`src/include/wdg_pkg.sv`:
```
/*
 Package for the watchdog block: register offsets, field positions,
 reset values, timing constants and the state type.
 Assumes a single 200 MHz clock domain with a plain register port.
*/
`default_nettype none
package wdg_pkg;
	localparam int unsigned CLK_HZ = 200000000;
	localparam int unsigned LOW_POWER_RC_CLOCK_HZ = 32000;
	// Core clock cycles per slow watchdog tick, derived from the core clock
	localparam int unsigned LOW_POWER_RC_CLOCK_DIV = (CLK_HZ + LOW_POWER_RC_CLOCK_HZ - 1) / LOW_POWER_RC_CLOCK_HZ;
	localparam int unsigned PRE_SHORT = 32;
	localparam int unsigned PRE_LONG = 128;
	localparam int unsigned POST_MAX_LOG2 = 15;
	localparam int unsigned LOW_POWER_RC_CLOCK_DIV_W = 13;
	localparam int unsigned PRE_W = 7;
	localparam int unsigned POST_W = 15;

	localparam logic [3:0] ADDR_RESET_CONTROL_REG = 4'h0;
	localparam logic [3:0] ADDR_STATUS = 4'h1;
	localparam logic [3:0] ADDR_MASK = 4'h2;
	localparam logic [3:0] ADDR_COUNT = 4'h3;

	localparam int unsigned BIT_SW_ENABLE = 5;
	localparam int unsigned BIT_TIMEOUT = 4;
	localparam int unsigned BIT_SLEEP = 3;
	localparam int unsigned BIT_IDLE = 2;

	localparam int unsigned CFG_BIT_HW_ENABLE = 7;
	localparam int unsigned CFG_BIT_WINDOW_DIS = 6;
	localparam int unsigned CFG_BIT_PRESCALE = 4;
	localparam int unsigned CFG_POST_LSB = 0;

	localparam int unsigned EV_TIMEOUT_RESET = 0;
	localparam int unsigned EV_TIMEOUT_WAKE = 1;
	localparam int unsigned EV_EARLY_KICK = 2;
	localparam int unsigned EV_W = 3;

	localparam logic [15:0] RESET_CONTROL_REG_RESET = 16'h0000;
	localparam logic [EV_W-1:0] STATUS_RESET = 3'h0;
	localparam logic [EV_W-1:0] MASK_RESET = 3'h0;

	typedef enum logic [2:0] {
		WDG_RUN = 3'b001,
		WDG_SAVE = 3'b010,
		WDG_FIRE = 3'b100
	} wdg_state_type;
endpackage
`default_nettype wire

```
`src/include/wdg_tick_if.sv`:
```
/*
 Interface carrying the counter restart, run and scale selects, and the time-out,
 window and post count back, between the watchdog top and its divider chain.
 Assumes both ends share mclk.
*/
`timescale 1ns/1ps
`default_nettype none
interface wdg_tick_if;
	logic restart;
	logic run;
	logic prescale_long;
	logic [3:0] postscale_select;
	logic timeout;
	logic in_window;
	logic [14:0] post_count;
	modport ctrl (output restart, output run, output prescale_long,
		output postscale_select, input timeout, input in_window, input post_count);
	modport chain (input restart, input run, input prescale_long,
		input postscale_select, output timeout, output in_window, output post_count);
endinterface
`default_nettype wire

```
`src/rtl/wdg_sync.sv`:
```
/*
 Two-flip-flop synchroniser for a group of level inputs.
 Assumes inputs are quasi-static levels from outside the clock domain.
*/
`timescale 1ns/1ps
`default_nettype none
module wdg_sync #(
	parameter int unsigned W = 1
) (
	input wire logic mclk,
	input wire logic rst_n,
	input wire logic [W-1:0] async_in,
	output logic [W-1:0] sync_out
);
	logic [W-1:0] meta_reg;
	logic [W-1:0] sync_reg;

	always_ff @(posedge mclk or negedge rst_n) begin
		if (!rst_n) begin
			meta_reg <= '0;
			sync_reg <= '0;
		end else begin
			meta_reg <= async_in;
			sync_reg <= meta_reg;
		end
	end

	assign sync_out = sync_reg;
endmodule // wdg_sync
`default_nettype wire

```
`src/rtl/wdg_chain.sv`:
```
/*
 Low-power RC tick divider, prescaler and postscaler of the watchdog.
 Assumes the controller pulses restart for a clear, reset, clock switch
 or power-save transition.
*/
`timescale 1ns/1ps
`default_nettype none
module wdg_chain
	import wdg_pkg::*;
(
	input wire logic mclk,
	input wire logic rst_n,
	wdg_tick_if.chain tick
);
	logic [LOW_POWER_RC_CLOCK_DIV_W-1:0] rc_reg, rc_next;
	logic [PRE_W-1:0] pre_reg, pre_next;
	logic [POST_W-1:0] post_reg, post_next;
	logic rc_tick, pre_tick;
	logic [PRE_W-1:0] pre_last;
	logic [POST_W-1:0] post_last;

	always_comb begin
		pre_last = tick.prescale_long ? PRE_W'(PRE_LONG - 1) : PRE_W'(PRE_SHORT - 1);
		post_last = POST_W'((32'h1 << tick.postscale_select) - 1);
		rc_tick = (rc_reg == LOW_POWER_RC_CLOCK_DIV_W'(LOW_POWER_RC_CLOCK_DIV - 1));
		pre_tick = rc_tick && (pre_reg == pre_last);
		rc_next = rc_reg;
		pre_next = pre_reg;
		post_next = post_reg;
		if (tick.restart || !tick.run) begin // see RQ10
			rc_next = '0;
			pre_next = '0;
			post_next = '0;
		end else begin
			rc_next = rc_tick ? '0 : rc_reg + 1'b1; // see RQ8
			if (rc_tick)
				pre_next = pre_tick ? '0 : pre_reg + 1'b1; // see RQ8
			if (pre_tick)
				post_next = (post_reg == post_last) ? '0 : post_reg + 1'b1; // see RQ9
		end
	end

	always_ff @(posedge mclk or negedge rst_n) begin
		if (!rst_n) begin
			rc_reg <= '0;
			pre_reg <= '0;
			post_reg <= '0;
		end else begin
			rc_reg <= rc_next;
			pre_reg <= pre_next;
			post_reg <= post_next;
		end
	end

	assign tick.timeout = tick.run && !tick.restart && pre_tick && (post_reg == post_last); // see RQ9
	// Last quarter of the period, in prescaler ticks; short periods fall back to prescaler, so select 1 opens only the last eighth
	always_comb begin
		if (tick.postscale_select >= 4'h2)
			tick.in_window = (post_reg >= (post_last - (post_last >> 2)));
		else
			tick.in_window = (post_reg == post_last) && (pre_reg >= (pre_last - (pre_last >> 2)));
	end
	assign tick.post_count = post_reg;
endmodule // wdg_chain
`default_nettype wire

```
`src/rtl/wdg_top.sv`:
```
/*
 Watchdog enable, windowed clear and time-out flag logic, with a small
 register port and one interrupt output.
 Assumes configuration word bits are static after reset and that the
 core pulses the instruction inputs for one mclk cycle each.
*/
// Contract
// RQ1: Hardware enable fuse set keeps the watchdog always running, software bit ignored.
// RQ2: Fuse clear: watchdog runs only while software enable bit 5 is set.
// RQ3: Any device reset clears the software enable bit.
// RQ4: Window mode: software clears only in the last quarter of the period. At postscale select 1 the code opens only the last eighth.
// RQ5: Window mode: a clear before the window opens causes a watchdog reset.
// RQ6: Time-out flag bit 4 stays set until software clears it.
// RQ7: Time-out flag sets in the same cycle as the time-out reset or wake.
// RQ8: Prescaler divides the RC tick by 32 or 128 per prescale select.
// RQ9: Postscaler divides further by one of 16 ratios, 1:1 to 1:32768.
// RQ10: Counters restart on reset, clock switch, power-save entry/exit, clear.
// RQ11: Counting continues in Sleep and Idle; time-out there wakes instead of resetting.
`timescale 1ns/1ps
`default_nettype none
module wdg_top (
	input wire logic mclk,
	input wire logic resetn,
	input wire logic [7:0] watchdog_config_word,
	input wire logic kick_instruction,
	input wire logic power_save_instruction,
	input wire logic power_save_idle,
	input wire logic power_save_exit,
	input wire logic clock_switch_done,
	input wire logic [3:0] reg_addr,
	input wire logic [15:0] reg_wdata,
	input wire logic reg_write,
	input wire logic reg_read,
	output logic [15:0] reg_rdata,
	output logic watchdog_reset,
	output logic watchdog_wake,
	output logic irq
);
	import wdg_pkg::*;

	logic rst_meta_reg, rst_sync_reg;
	logic rst_n;
	logic [7:0] cfg_sync;
	logic hw_enable_fuse;
	logic window_disable_bit;
	logic sw_enable_bit_reg, sw_enable_bit_next;
	logic timeout_flag_reg, timeout_flag_next;
	logic sleep_flag_reg, sleep_flag_next;
	logic idle_flag_reg, idle_flag_next;
	logic [EV_W-1:0] status_reg, status_next;
	logic [EV_W-1:0] mask_reg, mask_next;
	logic [15:0] rdata_reg, rdata_next;
	logic reset_out_reg, reset_out_next;
	logic wake_out_reg, wake_out_next;
	wdg_state_type state_reg, state_next;
	logic running;
	logic early_kick;
	logic fire_reset, fire_wake;
	logic [EV_W-1:0] events;
	logic wr_reset_control_reg, wr_status, wr_mask;

	wdg_tick_if tick ();

	// Reset release through two flops; assertion stays asynchronous
	always_ff @(posedge mclk or negedge resetn) begin
		if (!resetn) begin
			rst_meta_reg <= 1'b0;
			rst_sync_reg <= 1'b0;
		end else begin
			rst_meta_reg <= 1'b1;
			rst_sync_reg <= rst_meta_reg;
		end
	end
	assign rst_n = rst_sync_reg;

	wdg_sync #(.W(8)) u_cfg_sync (
		.mclk(mclk),
		.rst_n(rst_n),
		.async_in(watchdog_config_word),
		.sync_out(cfg_sync)
	);

	wdg_chain u_chain (
		.mclk(mclk),
		.rst_n(rst_n),
		.tick(tick)
	);

	assign hw_enable_fuse = cfg_sync[CFG_BIT_HW_ENABLE];
	assign window_disable_bit = cfg_sync[CFG_BIT_WINDOW_DIS];
	assign running = hw_enable_fuse || sw_enable_bit_reg; // see RQ1 see RQ2

	assign tick.run = running;
	assign tick.prescale_long = cfg_sync[CFG_BIT_PRESCALE]; // see RQ8
	assign tick.postscale_select = cfg_sync[CFG_POST_LSB +: 4]; // see RQ9
	// see RQ10
	assign tick.restart = kick_instruction || power_save_instruction
		|| power_save_exit || clock_switch_done || (state_reg == WDG_FIRE);

	// Software that clears too early is punished; the host keeps to the window
	assign early_kick = running && kick_instruction && !window_disable_bit
		&& (state_reg == WDG_RUN) && !tick.in_window; // see RQ4 see RQ5

	assign fire_reset = (tick.timeout && (state_reg == WDG_RUN)) || early_kick; // see RQ5
	assign fire_wake = tick.timeout && (state_reg == WDG_SAVE); // see RQ11

	// Register port decode, shared by the three writable registers
	function automatic logic reg_hit(input logic strobe, input logic [3:0] addr,
		input logic [3:0] offset);
		return strobe && (addr == offset);
	endfunction

	assign wr_reset_control_reg = reg_hit(reg_write, reg_addr, ADDR_RESET_CONTROL_REG);
	assign wr_status = reg_hit(reg_write, reg_addr, ADDR_STATUS);
	assign wr_mask = reg_hit(reg_write, reg_addr, ADDR_MASK);

	always_comb begin
		events = '0;
		events[EV_TIMEOUT_RESET] = tick.timeout && (state_reg == WDG_RUN);
		events[EV_TIMEOUT_WAKE] = fire_wake;
		events[EV_EARLY_KICK] = early_kick;
	end

	always_comb begin
		state_next = state_reg;
		case (state_reg)
			WDG_RUN: begin
				if (fire_reset)
					state_next = WDG_FIRE;
				else if (power_save_instruction)
					state_next = WDG_SAVE;
			end
			WDG_SAVE: begin
				// Keeps counting while asleep or idle
				if (fire_wake || power_save_exit) // see RQ11
					state_next = WDG_RUN;
			end
			// One-cycle reset pulse, then device logic comes back up
			WDG_FIRE: state_next = WDG_RUN;
			default: state_next = WDG_RUN;
		endcase
	end

	always_ff @(posedge mclk or negedge rst_n) begin
		if (!rst_n) begin
			state_reg <= WDG_RUN;
		end else begin
			state_reg <= state_next;
		end
	end

	always_comb begin
		sw_enable_bit_next = sw_enable_bit_reg;
		timeout_flag_next = timeout_flag_reg;
		sleep_flag_next = sleep_flag_reg;
		idle_flag_next = idle_flag_reg;
		if (wr_reset_control_reg) begin
			sw_enable_bit_next = reg_wdata[BIT_SW_ENABLE]; // see RQ2
			timeout_flag_next = reg_wdata[BIT_TIMEOUT]; // see RQ6
			sleep_flag_next = reg_wdata[BIT_SLEEP];
			idle_flag_next = reg_wdata[BIT_IDLE];
		end
		if (power_save_instruction && (state_reg == WDG_RUN)) begin
			sleep_flag_next = !power_save_idle;
			idle_flag_next = power_save_idle;
		end
		// The watchdog reset is a device reset: software enable drops
		if (fire_reset)
			sw_enable_bit_next = 1'b0; // see RQ3
		// Set wins over a software clear in the same cycle
		if (fire_reset || fire_wake)
			timeout_flag_next = 1'b1; // see RQ6 see RQ7
	end

	always_ff @(posedge mclk or negedge rst_n) begin
		if (!rst_n) begin
			sw_enable_bit_reg <= RESET_CONTROL_REG_RESET[BIT_SW_ENABLE]; // see RQ3
			timeout_flag_reg <= RESET_CONTROL_REG_RESET[BIT_TIMEOUT];
			sleep_flag_reg <= RESET_CONTROL_REG_RESET[BIT_SLEEP];
			idle_flag_reg <= RESET_CONTROL_REG_RESET[BIT_IDLE];
		end else begin
			sw_enable_bit_reg <= sw_enable_bit_next;
			timeout_flag_reg <= timeout_flag_next;
			sleep_flag_reg <= sleep_flag_next;
			idle_flag_reg <= idle_flag_next;
		end
	end

	// Write-one-to-clear; an event in the same cycle keeps its bit set
	always_comb begin
		status_next = status_reg;
		mask_next = mask_reg;
		if (wr_status)
			status_next = status_reg & ~reg_wdata[EV_W-1:0];
		status_next = status_next | events;
		if (wr_mask)
			mask_next = reg_wdata[EV_W-1:0];
	end

	always_ff @(posedge mclk or negedge rst_n) begin
		if (!rst_n) begin
			status_reg <= STATUS_RESET;
			mask_reg <= MASK_RESET;
		end else begin
			status_reg <= status_next;
			mask_reg <= mask_next;
		end
	end

	always_comb begin
		rdata_next = 16'h0000;
		if (reg_read) begin
			case (reg_addr)
				ADDR_RESET_CONTROL_REG: begin
					rdata_next[BIT_SW_ENABLE] = sw_enable_bit_reg;
					rdata_next[BIT_TIMEOUT] = timeout_flag_reg;
					rdata_next[BIT_SLEEP] = sleep_flag_reg;
					rdata_next[BIT_IDLE] = idle_flag_reg;
				end
				ADDR_STATUS: rdata_next[EV_W-1:0] = status_reg;
				ADDR_MASK: rdata_next[EV_W-1:0] = mask_reg;
				ADDR_COUNT: rdata_next[POST_W-1:0] = tick.post_count;
				default: rdata_next = 16'h0000;
			endcase
		end
	end

	always_ff @(posedge mclk or negedge rst_n) begin
		if (!rst_n) begin
			rdata_reg <= 16'h0000;
		end else begin
			rdata_reg <= rdata_next;
		end
	end

	// Output pulses are registered so the core sees a clean one-cycle level
	always_comb begin
		reset_out_next = fire_reset; // see RQ7
		wake_out_next = fire_wake; // see RQ11
	end

	always_ff @(posedge mclk or negedge rst_n) begin
		if (!rst_n) begin
			reset_out_reg <= 1'b0;
			wake_out_reg <= 1'b0;
		end else begin
			reset_out_reg <= reset_out_next;
			wake_out_reg <= wake_out_next;
		end
	end

	assign reg_rdata = rdata_reg;
	assign watchdog_reset = reset_out_reg;
	assign watchdog_wake = wake_out_reg;
	assign irq = |(status_reg & mask_reg);
endmodule // wdg_top
`default_nettype wire

```
`config.mk`:
```
export PLATFORM = sky130hd
export DESIGN_NAME = wdg_top
export DESIGN_NICKNAME = d
export VERILOG_FILES = /design/src/include/wdg_pkg.sv /design/src/include/wdg_tick_if.sv /design/src/rtl/wdg_sync.sv /design/src/rtl/wdg_chain.sv /design/src/rtl/wdg_top.sv
export SDC_FILE = /design/constraint.sdc
export NUM_CORES = 1
export LEC_CHECK = 0
export BUFFER_PORTS_ARGS = -buffer_cell sky130_fd_sc_hd__buf_2
export CAP_MARGIN = 20
export CORE_UTILIZATION = 30
export CTS_CLUSTER_SIZE = 30
export DETAILED_ROUTE_END_ITERATION = 16
export PLACE_DENSITY = 0.45
export SYNTH_ARGS = -nofsm -noshare
export SYNTH_HDL_FRONTEND = slang
export SYNTH_SLANG_ARGS = --single-unit
```
`constraint.sdc`:
```
create_clock -name mclk -period 2.55 [get_ports mclk]
set_clock_uncertainty 0.1 [all_clocks]
set_input_delay 0.51 -clock mclk [delete_from_list [all_inputs] [get_ports mclk]]
set_output_delay 0.51 -clock mclk [all_outputs]
set_load 0.02 [all_outputs]
```
After elaboration in Yosys (flattened, before gate mapping):

Cells that the tools add are included.

* memory bits (read-only): 0
* memory bits (writable): 0
* memories: 0
* flip-flop bits (word level): 83
* bits in latches: 0
* logic and storage cells: 107
* input port bits: 37

* bitwise operators: 4
* order comparisons: 3
* $mul: 0
* equal/unequal tests: 11
* muxes and demuxes: 28
* add/sub/neg operators: 6
* reductions and logical operators: 37
* div/mod/pow operators: 0
* shift-type cells: 1

Operator list (number)
* 15-bit 2-to-1 mux: 4
* 7-bit 2-to-1 mux: 4
* 13-bit 2-to-1 mux: 2
* 15-bit by 1-bit adder with 15-bit output (second input constant): 1
* 15-bit == test: 1
* 15-bit >= comparator: 1
* 1-bit logical AND: 15
* 1-bit by 4-bit << shifter with 15-bit output (first input constant): 1
* 15-bit by 1-bit subtractor with 15-bit output (second input constant): 1
* 15-bit by 13-bit subtractor with 15-bit output: 1
* 13-bit by 1-bit adder with 13-bit output (second input constant): 1
* 13-bit == test (second input constant): 1
* 3-bit 2-to-1 mux: 4
* 3-bit case mux with 2 select lines: 2
* 2-bit nonzero test: 5
* 1-bit logical OR: 9
* 1-bit 2-to-1 mux: 9
* 9-bit 2-to-1 mux: 1
* 4-bit by 2-bit == test with 1-bit output (second input constant): 2
* 7-bit by 1-bit adder with 7-bit output (second input constant): 1
* 7-bit == test: 1
* 7-bit >= comparator: 1
* 7-bit by 5-bit subtractor with 7-bit output: 1
* 3-bit bitwise AND: 2
* 15 further kinds: 19

Logic depth before layout (Yosys ltp):

Gate-level depths: netlist of the first run.

* depth in word-level cells: 12
* mapped depth: 28
* mapped depth without buffers: 23

Cells and area by module:

A second synthesis of the first run with hierarchy kept.

* cell total of the unflattened synthesis: 567
* area, all modules: 5306.3 µm²

Modules (own cells, without submodules)
* wdg_chain: instances 1, area each 3482.1 µm², cells an instance 436, sequential area each 875.8 µm²
* wdg_top: instances 1, area each 1423.9 µm², cells an instance 115, sequential area each 802.0 µm²
* wdg_sync: instances 1, area each 400.4 µm², cells an instance 16, sequential area each 400.4 µm²

Worst setup path before layout of the first run:

OpenSTA, ideal clock, no wires.

* path kind: register to register
* start point: register u_cfg_sync.sync_reg[3] (netlist: u_cfg_sync.sync_out[3])
* end point: register timeout_flag_reg
* slack: -3.094 ns
* stages on the path, launching flop included: 27
* path buffers: 4
* data arrival time: 5.406 ns
* required time: 2.311 ns
* cell sequence: dfrtp_1 buf_4 buf_2 buf_2 buf_1 nor2_1 nand2_1 ha_1 or4_4 a21bo_2 nand2_1 inv_1 ha_1 nor2b_1 o31ai_1 a221oi_1 or2_2 mux2_2 o311ai_0 ha_1 a21o_1 a21o_1 a21oi_1 o31ai_1 a311oi_1 o21a_1 or4_1

* cells in the longest elaborated chain, start to end: 10

RTL lines
* start, declared: RTL line wdg_sync.sv:16 `logic [W-1:0] sync_reg;`
* start signal, assigned: RTL line wdg_sync.sv:24 `sync_reg <= meta_reg;`
* 1-bit by 4-bit << shifter with 15-bit output: RTL line wdg_chain.sv:24 `post_last = POST_W'((32'h1 << tick.postscale_select) - 1);`
* 15-bit by 1-bit subtractor with 15-bit output: RTL line wdg_chain.sv:24
* 15-bit by 13-bit subtractor with 15-bit output / 15-bit == test (equally long branches): RTL line wdg_chain.sv:59, wdg_chain.sv:55, wdg_chain.sv:61
* 15-bit >= comparator / 1-bit logical AND (equally long branches): RTL line wdg_chain.sv:59, wdg_chain.sv:61
* 1-bit 2-to-1 mux: RTL line wdg_chain.sv:58 `if (tick.postscale_select >= 4'h2)`
* 1-bit zero test: RTL line wdg_top.sv:102 `&& (state_reg == WDG_RUN) && !tick.in_window;`
* 1-bit logical AND: RTL line wdg_top.sv:102
* 1-bit logical OR: RTL line wdg_top.sv:104 `assign fire_reset = (tick.timeout && (state_reg == WDG_RUN)) || early_kick;`
* 1-bit logical OR *: RTL line wdg_top.sv:171 `if (fire_reset || fire_wake)`
* 1-bit 2-to-1 mux / 2-bit nonzero test (equally long branches)
* end signal, assigned: RTL line wdg_top.sv:178 `timeout_flag_reg <= RESET_CONTROL_REG_RESET[BIT_TIMEOUT];`
* end signal, assigned: RTL line wdg_top.sv:183 `timeout_flag_reg <= timeout_flag_next;`
* end, declared: RTL line wdg_top.sv:47 `logic timeout_flag_reg, timeout_flag_next;`

Mark *: on every way between the ends. The rest lies on a longest branch, timed or not.
A chain may end at the register's enable or synchronous reset.

Final worst setup path of the first run:

* start point: register u_cfg_sync.sync_reg[1] (netlist: u_cfg_sync.sync_out[1])
* end point: register reset_out_reg (netlist: watchdog_reset)

* cells in the longest elaborated chain, start to end: 8

RTL lines
* 1-bit by 4-bit << shifter with 15-bit output: RTL line wdg_chain.sv:24
* 15-bit by 1-bit subtractor with 15-bit output: RTL line wdg_chain.sv:24
* 15-bit by 13-bit subtractor with 15-bit output / 15-bit == test (equally long branches): RTL line wdg_chain.sv:59, wdg_chain.sv:55, wdg_chain.sv:61
* 15-bit >= comparator / 1-bit logical AND (equally long branches): RTL line wdg_chain.sv:59, wdg_chain.sv:61
* 1-bit 2-to-1 mux: RTL line wdg_chain.sv:58
* 1-bit zero test: RTL line wdg_top.sv:102
* 1-bit logical AND: RTL line wdg_top.sv:102
* 1-bit logical OR *: RTL line wdg_top.sv:104
* named net fire_reset: RTL line wdg_top.sv:58 `logic fire_reset, fire_wake;`
* end signal, assigned: RTL line wdg_top.sv:247 `reset_out_reg <= reset_out_next;`
* end, declared: RTL line wdg_top.sv:53 `logic reset_out_reg, reset_out_next;`

The timed path passes the listed nets; every way through them passes the cells marked *.

==> reports/qor.txt, run 1 <==
Result of the run: finished, violations left
Violated checks: setup timing
CTS buffer count: 9
Mapped Area: 5230 µm²
Syn Inst Count: 579
Worst Tran Pin Value: 1290 ps
Power, Total: 3670 µW
Initial Utilization: 0.311
Pin count of the biggest net entering global routing: 44
Avg Inst Size Synth: 9.04 µm²
Worst-path clk slew: 70 ps
Seq/Total Area, Yosys: 0.388
Commonest non-fill, non-tap cell in the layout: buf_4
Kind of critical path: flop to flop
GPL Wtd Cong: 0.896
Max Root-Sink Buffers: 2
Peak supply drop: 339 µV
Final instance count without filler cells: 950
Crit path capture type: flop
FMAX: 205 MHz
Worst setup margin: -2330 ps
Via Count: 4780
Antenna fix cells: 0
Count of cell types in the netlist: 74
Utilization after layout: 0.424
Mean routed wirelength per cell: 16.3 µm
Minimum clock period: 4880 ps
Core area: 16800 µm²
Die H: 134 µm
Skew-Pair Late Insertion Delay: 340 ps
CP required: 2670 ps
# rows: 47
Post-DRT Antenna Nets: 0
Top cells by area, synth: dfrtp_1, ha_1, nand2_1, nor2_1, nand3_1
Fraction of layout cells with a size suffix above 1: 0.330
Power Density: 514 nW/µm²
Port Buf Inserts: 43
Max-slew headroom: 0.139
Total track usage: 0.184
Global-route wire length before repair: 25.7 mm
Post-synth top area share: 0.383
Place WS: -2560 ps
Iter 0 DRT Violations: 328
Die area: 18000 µm²
Horiz. Die Dim: 134 µm
HP Class: input port to flop
Setup violators final: 25
Number of global-route vias before repair: 4893
Total Wirelength: 15.5 mm
Drt drc: 0
Max-Cap Viols: 0
H-tree depth: 3
Drt first pass iters: 4
Cell count after placement: 917
Leak: 0.00332 µW
Post-synth EDFFs: 0
DP HPWL: 11.5 mm
DR vias/cell: 5.03
# IOs: 56
Ys flop type: dfrtp_1
NumNets Final: 796
Register bit total from synthesis: 81
Final hold vios: 0
CTS sink count: 81
Critical Path AT: 5000 ps
CTS tree: yes
RSZ-0062 raised after global routing: yes
Syn Nets: 650
Final Slew Violations: 0
Asr flop ratio synth: 1.00
Initial antenna violation count: 1
Ys Warns: 0
Worst Setup Start Kind: flop
Root Driver: clkbuf_16
Max FO, Critical Path: 5
Grt total ovfl: 0
Most frequent cells in the layout: buf_4, dfrtp_1, nand2_1, nor2_1, buf_2
Final period utilization: 1.91
P&R area growth vs syn: 36.3%
Yosys top cell by area: dfrtp_1
## final timing paths
path,from,endpoint,slack [ps],depth (start not counted)
max in group asynchronous,rst_n,state_reg[0],1480,1
min reg2reg,rst_n,u_chain.pre_reg[2],200,0
min in group asynchronous,rst_n,u_chain.pre_reg[2],200,0
max,u_cfg_sync.sync_out[1],watchdog_reset,-2330,24
max reg2reg,u_cfg_sync.sync_out[1],watchdog_reset,-2330,24
min,watchdog_config_word[0],u_cfg_sync.meta_reg[0],170,1
## power by group
group,internal [µW],switching [µW],total (µW)
clock,763,554,1320
sequential,1370,73.5,1440
combinational,455,451,906
total,2590,1080,3670
## Yosys cell counts, types with 14 or more instances
| cell type | count |
|---|---|
| inv_1 | 31 |
| nand3_1 | 34 |
| ha_1 | 33 |
| dfrtp_1 | 80 |
| a21oi_1 | 33 |
| o21ai_0 | 25 |
| nor3_1 | 15 |
| buf_2 | 14 |
| xnor2_1 | 15 |
| nor2_1 | 48 |
| nand2_1 | 49 |
| xor2_1 | 17 |
## kinds of logic after synthesis
logic type	count (synthesis)	synth area share
AND/OR/NAND/NOR	237	0.240
XOR/XNOR	32	0.0536
flip-flops	81	0.388
AO/OA/AOI/OAI	123	0.159
buffers and inverters	57	0.0471
multiplexers	13	0.0292
adder cells (fa/ha/maj)	34	0.0827
other	2	0.00143
## routing by layer
layer | up-vias | global-route usage | part of all wire
li1 | 2372 | - | -
met1 | 2307 | 0.255 | 0.50
met3 | 14 | 0.0310 | 0.026
met2 | 85 | 0.294 | 0.46
met5 | - | 0 | 0.00084
met4 | 2 | 0.0574 | 0.011
## cell type report
class | instances | area, µm²
Inverter | 31 | 116
Tap cell | 220 | 275
Clock inverter | 6 | 67.6
Multi-Input combinational cell | 441 | 3250
Clock buffer | 10 | 229
Fill cell | 1717 | 9680
Sequential cell | 81 | 2030
Timing Repair Buffer | 161 | 1170
## through the flow
stage	hold WS, ps	instance area (µm²)	setup TNS, ps
after floorplan	114	5360	-29120
after global placement	194	6480	-31550
after detailed placement	196	6480	-32390
after CTS	162	7010	-31150
after global routing	153	7140	-35410
final	172	7140	-30170
## timing repair
item | in CTS | in global routing
gates resized for setup | 27 | 29
hold buffers | 1 | 0
pin swaps | 24 | 9
gates cloned | 2 | 0
setup buffers | 11 | 3
hold endpoints to repair | 2 | 0
endpoints found under the setup margin | 25 | 25
## worst max-delay path, stage by stage, from the launching register on
cell,delay (ps)
dfrtp_1,400
nor3_2,220
nand2_1,120
ha_4,170
or4_4,520
a21bo_4,240
nand2_4,60
inv_2,40
ha_4,210
nor2b_4,130
o31ai_4,220
a221oi_2,100
buf_4,160
nor3_4,150
nor2_1,70
o21ai_0,220
xnor2_1,100
ha_1,320
nand4_1,160
nor3_2,200
buf_4,150
a311oi_2,110
o21a_2,180
buf_4,140
or2_2,280
(Power assumes the default switching activity.)
==> inputs of run 2 (changes only) <==
ABC_AREA = 1   (was default)
GPL_ROUTABILITY_DRIVEN = 0   (was default)
==> run 2 against run 1 <==
- critical path depth increased by 1
- non-clock buffer count increased by 3
- area after synthesis rose by 3.1%
- clock-buffer cell count is 1 higher
- register-to-register slack better by 810 ps
- the flow still finishes with violations (setup timing)
- setup slack better by 810 ps
- cell area is 4.1% higher
==> reports/qor.txt, run 2 <==
Result of the run: finished, violations left
Violated checks: setup timing
Max FO, Critical Path: 5 (unchanged)
Max-Cap Viols: 0 (unchanged)
Setup violators final: 22 (-12%)
Post-DRT Antenna Nets: 0 (unchanged)
Fill cells: 1835 (+6.9%)
Via Count: 5532 (+16%)
R2r setup slk: -1510 ps (+810 ps)
Total Wirelength: 16.9 mm (+9.3%)
Final instance count without filler cells: 1138 (+20%)
# rows: 48 (+2.1%)
Asr flop ratio synth: 1.00 (unchanged)
Horiz. Die Dim: 136 µm (+1.5%)
FMAX: 246 MHz (+20%)
Utilization after layout: 0.427 (+0.00231)
Worst Tran Pin Value: 508 ps (-779 ps)
P&R area growth vs syn: 37.7%
HP Class: flop to async pin
Avg Inst Size Synth: 7.23 µm² (-20%)
Die area: 18500 µm² (+3.0%)
Critical Path AT: 4200 ps (-800 ps)
Fraction of layout cells with a size suffix above 1: 0.294 (-0.0366)
Synth top cells by count: nand2_1, inv_1, dfrtp_1
Root Driver: clkbuf_16
# IOs: 56 (unchanged)
Max Root-Sink Buffers: 2 (unchanged)
Met1 Resource Use GR: 0.239 (-0.0156)
DR vias/cell: 4.86 (-3.4%)
Final hold vios: 0 (unchanged)
Most frequent cells in the layout: nand2_1, buf_4, inv_1
Worst-path clk slew: 70 ps (about the same)
Crit path capture type: flop
Initial Utilization: 0.310 (-0.00142)
Skew-Pair Late Insertion Delay: 350 ps (about the same)
Max-slew headroom: 0.659 (+0.520)
Commonest non-fill, non-tap cell in the layout: nand2_1
Port Buf Inserts: 43 (unchanged)
R2R depth: 25 (+4.2%)
Ys Warns: 0 (unchanged)
GR Util met3: 0.0291 (-0.00191)
NumNets Final: 979 (+23%)
Worst setup margin: -1510 ps (+811 ps)
Power Density: 517 nW/µm² (+0.62%)
CP required: 2690 ps (+20 ps)
Syn Nets: 817 (+26%)
Register bit total from synthesis: 81 (unchanged)
Grt peak-use layer: met2
Final period utilization: 1.59 (-0.318)
Yosys top cell by area: dfrtp_1
Kind of critical path: flop to flop
Mean routed wirelength per cell: 14.9 µm (-8.8%)
Cell count after placement: 1108 (+21%)
Mapped Area: 5400 µm² (+3.1%)
DP HPWL: 13.2 mm (+15%)
Final Slew Violations: 0 (unchanged)
Most frequent cell after synthesis: nand2_1
CTS tree: yes
Worst Setup Start Kind: flop
Drt first pass iters: 6 (+2)
Number of global-route vias before repair: 5595 (+14%)
Iter 0 DRT Violations: 256 (-22%)
Top cells by area, synth: dfrtp_1, nand2_1, ha_1, inv_1, nand3_1
Minimum clock period: 4060 ps (-811 ps)
Ys flop type: dfrtp_1
Post-synth top area share: 0.371 (-0.0114)
CTS buffer count: 9 (unchanged)
Total track usage: 0.192 (+0.00807)
Initial antenna violation count: 0 (-1)
Core area: 17400 µm² (+3.6%)
Global-route wire length before repair: 27.4 mm (+6.9%)
Seq/Total Area, Yosys: 0.376 (-0.0116)
Grt total ovfl: 0 (unchanged)
Die H: 136 µm (+1.5%)
Peak supply drop: 507 µV (+49%)
H-tree depth: 3 (unchanged)
Aggregate negative setup slack: -10980 ps (+19190 ps)
Pin count of the biggest net entering global routing: 38 (-14%)
Syn Inst Count: 746 (+29%)
Place WS: -1670 ps (+889 ps)
Leak: 0.00361 µW (+9.0%)
Antenna fix cells: 0 (unchanged)
Met2 Use GR: 0.328 (+0.0346)
Count of cell types in the netlist: 42 (-43%)
Post-synth EDFFs: 0 (unchanged)
CTS sink count: 81 (unchanged)
Drt drc: 0 (unchanged)
RSZ-0062 raised after global routing: yes
==> run 2: cell types whose count changed in the layout (fill, tap and decap cells not counted), moves of 12 or more <==
cell and change:
nand4_1 +21, xnor2_1 -15, nor3_1 +21, nor2_1 +14, nand2_1 +106, nand2_2 +25, inv_1 +59, a21o_1 -13
and3_1 -12, nand3_1 +23
==> run 2: path summary, 6_finish.rpt <==
kind,from,end
max in group asynchronous,rst_n,u_cfg_sync.meta_reg[4]
max,u_cfg_sync.sync_out[0],state_reg[1]
min in group mclk,watchdog_config_word[7],u_cfg_sync.meta_reg[7]
min reg2reg,rst_n,u_cfg_sync.sync_out[7]
min,rst_n,u_cfg_sync.sync_out[7]
max reg2reg,u_cfg_sync.sync_out[0],state_reg[1]
==> run 2: kinds of logic after synthesis <==
kind of cell,synth area share
buffers and inverters,0.0837
AOI/OAI and AO/OA,0.102
other,0.00139
xor gates and xnor gates,0.0162
and+or+nand+nor,0.337
DFF,0.376
adders and majority gates,0.0802
muxes,0.00371
==> run 2: timing repair <==
| item | CTS | global route |
|---|---|---|
| setup endpoints to repair | 25 | 25 |
| resized for setup | 16 | 55 |
| hold endpoints to repair | 2 | 0 |
| cloned | 0 | 1 |
| pin swaps | 13 | 40 |
| setup buffers | 7 | 6 |
| hold buffers | 1 | 0 |
==> run 2: per-layer routing <==
layer  part of all wire  vias to the layer above  wire (µm)
li1                   -                     2806          -
met1               0.46                     2593       7750
met2               0.48                      102       8120
met3              0.031                       31        520
met4              0.032                        0        542
met5                  0                        -          0
==> run 2: through the flow <==
stage                     hold slack [ps]  power [µW]  area, µm²
after floorplan                       114        2010       5470
after global placement                182        2420       6730
final                                 162        3840       7430
after global routing                  147        4080       7430
after detailed placement              178        2430       6730
after CTS                             152        3850       7160
==> run 2: layout make-up <==
type	count	area, µm²	area share
sequential	81	2030	0.274
clock buffer	11	243	0.0327
tap	225	282	0.0379
multi-input combinational	553	3220	0.434
inverter	99	377	0.0507
timing repair buffer	164	1210	0.163
clock inverter	5	62.6	0.00842
==> run 2: where the power goes <==
group          internal [µW]  switching, µW
registers               1370           66.9
logic                    473            587
clock network            791            553
==> run 2: critical path, stage by stage (launching register included) <==
cell and delay [ps]:
dfrtp_1 430, inv_2 80, nor2_4 140, nand2_4 70, ha_4 180, nand2_4 70
nand2_4 60, ha_4 160, fa_2 380, or2_4 240, nand2_2 70, nand2_2 60
buf_4 130, buf_4 120, buf_4 120, buf_4 110, nand2_1 50, ha_1 250
a21oi_1 130, o21ai_0 80, a21oi_1 220, o211ai_1 230, a21oi_1 200, nand2_2 120
nand2_2 100, nor2_1 40
==> inputs of run 3 (changes only) <==
TNS_END_PERCENT = 20   (was default)
==> run 3 against run 2 <==
- the flow still finishes with violations (setup timing)
- fmax increased by 5.1%
- clock power fell by 4%
- die area unchanged
- non-clock buffer count down 3
- global-route usage up 0.74 points
- critical path type unchanged
==> reports/qor.txt, run 3 (synthesized netlist as in run 2, its figures left out) <==
Final period utilization: 1.52 (-0.0774)
Total Wirelength: 17.3 mm (+2.4%)
Worst Setup Start Kind: flop
CTS sink count: 81 (unchanged)
WL met1: 8.23 mm (+6.1%)
Final hold vios: 0 (unchanged)
Worst setup margin: -1320 ps (+197 ps)
Iter 0 DRT Violations: 362 (+41%)
Aggregate negative setup slack: -9080 ps (+1890 ps)
Worst Tran Pin Value: 667 ps (+159 ps)
Result of the run: finished, violations left
CP required: 2740 ps (+50 ps)
Peak supply drop: 371 µV (-27%)
Port Buf Inserts: 43 (unchanged)
Pin count of the biggest net entering global routing: 50 (+32%)
Mean routed wirelength per cell: 15.3 µm (+2.7%)
H-tree depth: 3 (unchanged)
Antenna fix cells: 0 (unchanged)
Drt drc: 0 (unchanged)
Most frequent cells in the layout: nand2_1, buf_4, inv_1
Global-route wire length before repair: 28.1 mm (+2.5%)
DP HPWL: 13.6 mm (+2.8%)
Minimum clock period: 3870 ps (-197 ps)
Root Driver: clkbuf_16
Final instance count without filler cells: 1135 (-0.26%)
Setup violators final: 8 (-64%)
# rows: 48 (unchanged)
DR top layer: met4
CTS buffer count: 9 (unchanged)
# IOs: 56 (unchanged)
CTS tree: yes
Initial antenna violation count: 0 (unchanged)
Commonest non-fill, non-tap cell in the layout: nand2_1
Fraction of layout cells with a size suffix above 1: 0.288 (-0.00563)
Number of global-route vias before repair: 5537 (-1.0%)
Total track usage: 0.200 (+0.00743)
NumNets Final: 976 (-0.31%)
Max-slew headroom: 0.555 (-0.104)
Horiz. Die Dim: 136 µm (unchanged)
Max FO, Critical Path: 5 (unchanged)
Place WS: -1560 ps (+110 ps)
Crit path capture type: flop
Met3 wire length: 556 µm (+6.9%)
Die area: 18500 µm² (unchanged)
Critical Path AT: 4050 ps (-150 ps)
HP Class: input port to flop
Skew-Pair Late Insertion Delay: 350 ps (about the same)
Cell count after placement: 1106 (-0.18%)
Violated checks: setup timing
Worst-path clk slew: 60 ps (about the same)
Initial Utilization: 0.310 (unchanged)
P&R area growth vs syn: 36.4%
Final Slew Violations: 0 (unchanged)
Power Density: 514 nW/µm² (-0.54%)
Met2 wire len: 8.24 mm (+1.5%)
Drt first pass iters: 5 (-1)
Kind of critical path: flop to flop
DR vias/cell: 4.88 (+0.34%)
FMAX: 259 MHz (+5.1%)
Die H: 136 µm (unchanged)
Via Count: 5536 (+0.072%)
Max Root-Sink Buffers: 2 (unchanged)
Core area: 17400 µm² (unchanged)
Max-Cap Viols: 0 (unchanged)
Leak: 0.00356 µW (-1.4%)
WHS: 168 ps (+5.70 ps)
Grt total ovfl: 0 (unchanged)
Post-DRT Antenna Nets: 0 (unchanged)
RSZ-0062 raised after global routing: yes
-- run 3: routing by layer --
layer  global-route usage  vias up
li1                     -     2792
met1                0.267     2625
met2                0.330       99
met3               0.0283       20
met4               0.0660        0
met5                    0        -
-- run 3: layout make-up --
cell class | instances | area (µm²)
Tap cell | 225 | 282
Timing Repair Buffer | 161 | 1140
Inverter | 99 | 374
Clock inverter | 4 | 53.8
Clock buffer | 12 | 236
Multi-Input combinational cell | 553 | 3240
Sequential cell | 81 | 2030
Fill cell | 1800 | 10100
-- run 3: final timing paths --
check / start / endpoint / slack (ps) / cells after the start
max: u_cfg_sync.sync_out[3] / status_reg[2] / -1320 / 27
min: watchdog_config_word[4] / u_cfg_sync.meta_reg[4] / 170 / 1
max reg2reg: u_cfg_sync.sync_out[3] / status_reg[2] / -1320 / 27
min reg2reg: u_cfg_sync.meta_reg[4] / u_cfg_sync.sync_out[4] / 250 / 0
max in group asynchronous: rst_n / state_reg[0] / 1430 / 1
min in group asynchronous: rst_n / u_cfg_sync.meta_reg[6] / 270 / 0
-- run 3: critical path: stages (launching register included) --
cell      delay (ps)
dfrtp_2          420
nor2_4           190
nand2_2          100
ha_4             200
nand2_4           90
nand2_4           70
ha_4             160
fa_2             330
or2_4            260
nand2_2           70
nand2_2           60
nand2_2           70
nand2_2           50
nand2_2           70
nand2_2           50
nand2_2           70
nand2_1           50
nand2_1           70
xor2_1           150
ha_1             270
a21oi_1          140
o21ai_1           80
a21oi_1          130
o211ai_1         120
a21oi_2          150
nand2_2          110
buf_4            150
nand2_1           40
-- run 3: report_power, final --
group	leakage, µW	internal (µW)	total [µW]	switching [µW]
Clock	0.000133	761	1290	526
Sequential	0.00107	1370	1440	68.7
Combinational	0.00236	484	1060	575
-- run 3: timing repair --
item | 4_1_cts | 5_1_grt
pin swaps | 26 | 16
endpoints found under the setup margin | 25 | 25
endpoints found under the hold margin | 2 | 0
buffers inserted | 7 | 5
cloned | 0 | 0
hold buffers | 1 | 0
gates resized for setup | 38 | 38
-- run 3: through the flow --
| step | cell area (µm²) | util | total power (µW) |
|---|---|---|---|
| 2_1_floorplan | 5440 | - | 2000 |
| 3_3_place_gp | 6670 | 0.383 | 2380 |
| 3_5_place_dp | 6670 | 0.383 | 2390 |
| 6_report | 7360 | 0.423 | 3790 |
| 5_1_grt | 7360 | 0.423 | 4020 |
| 4_1_cts | 7180 | 0.412 | 3770 |
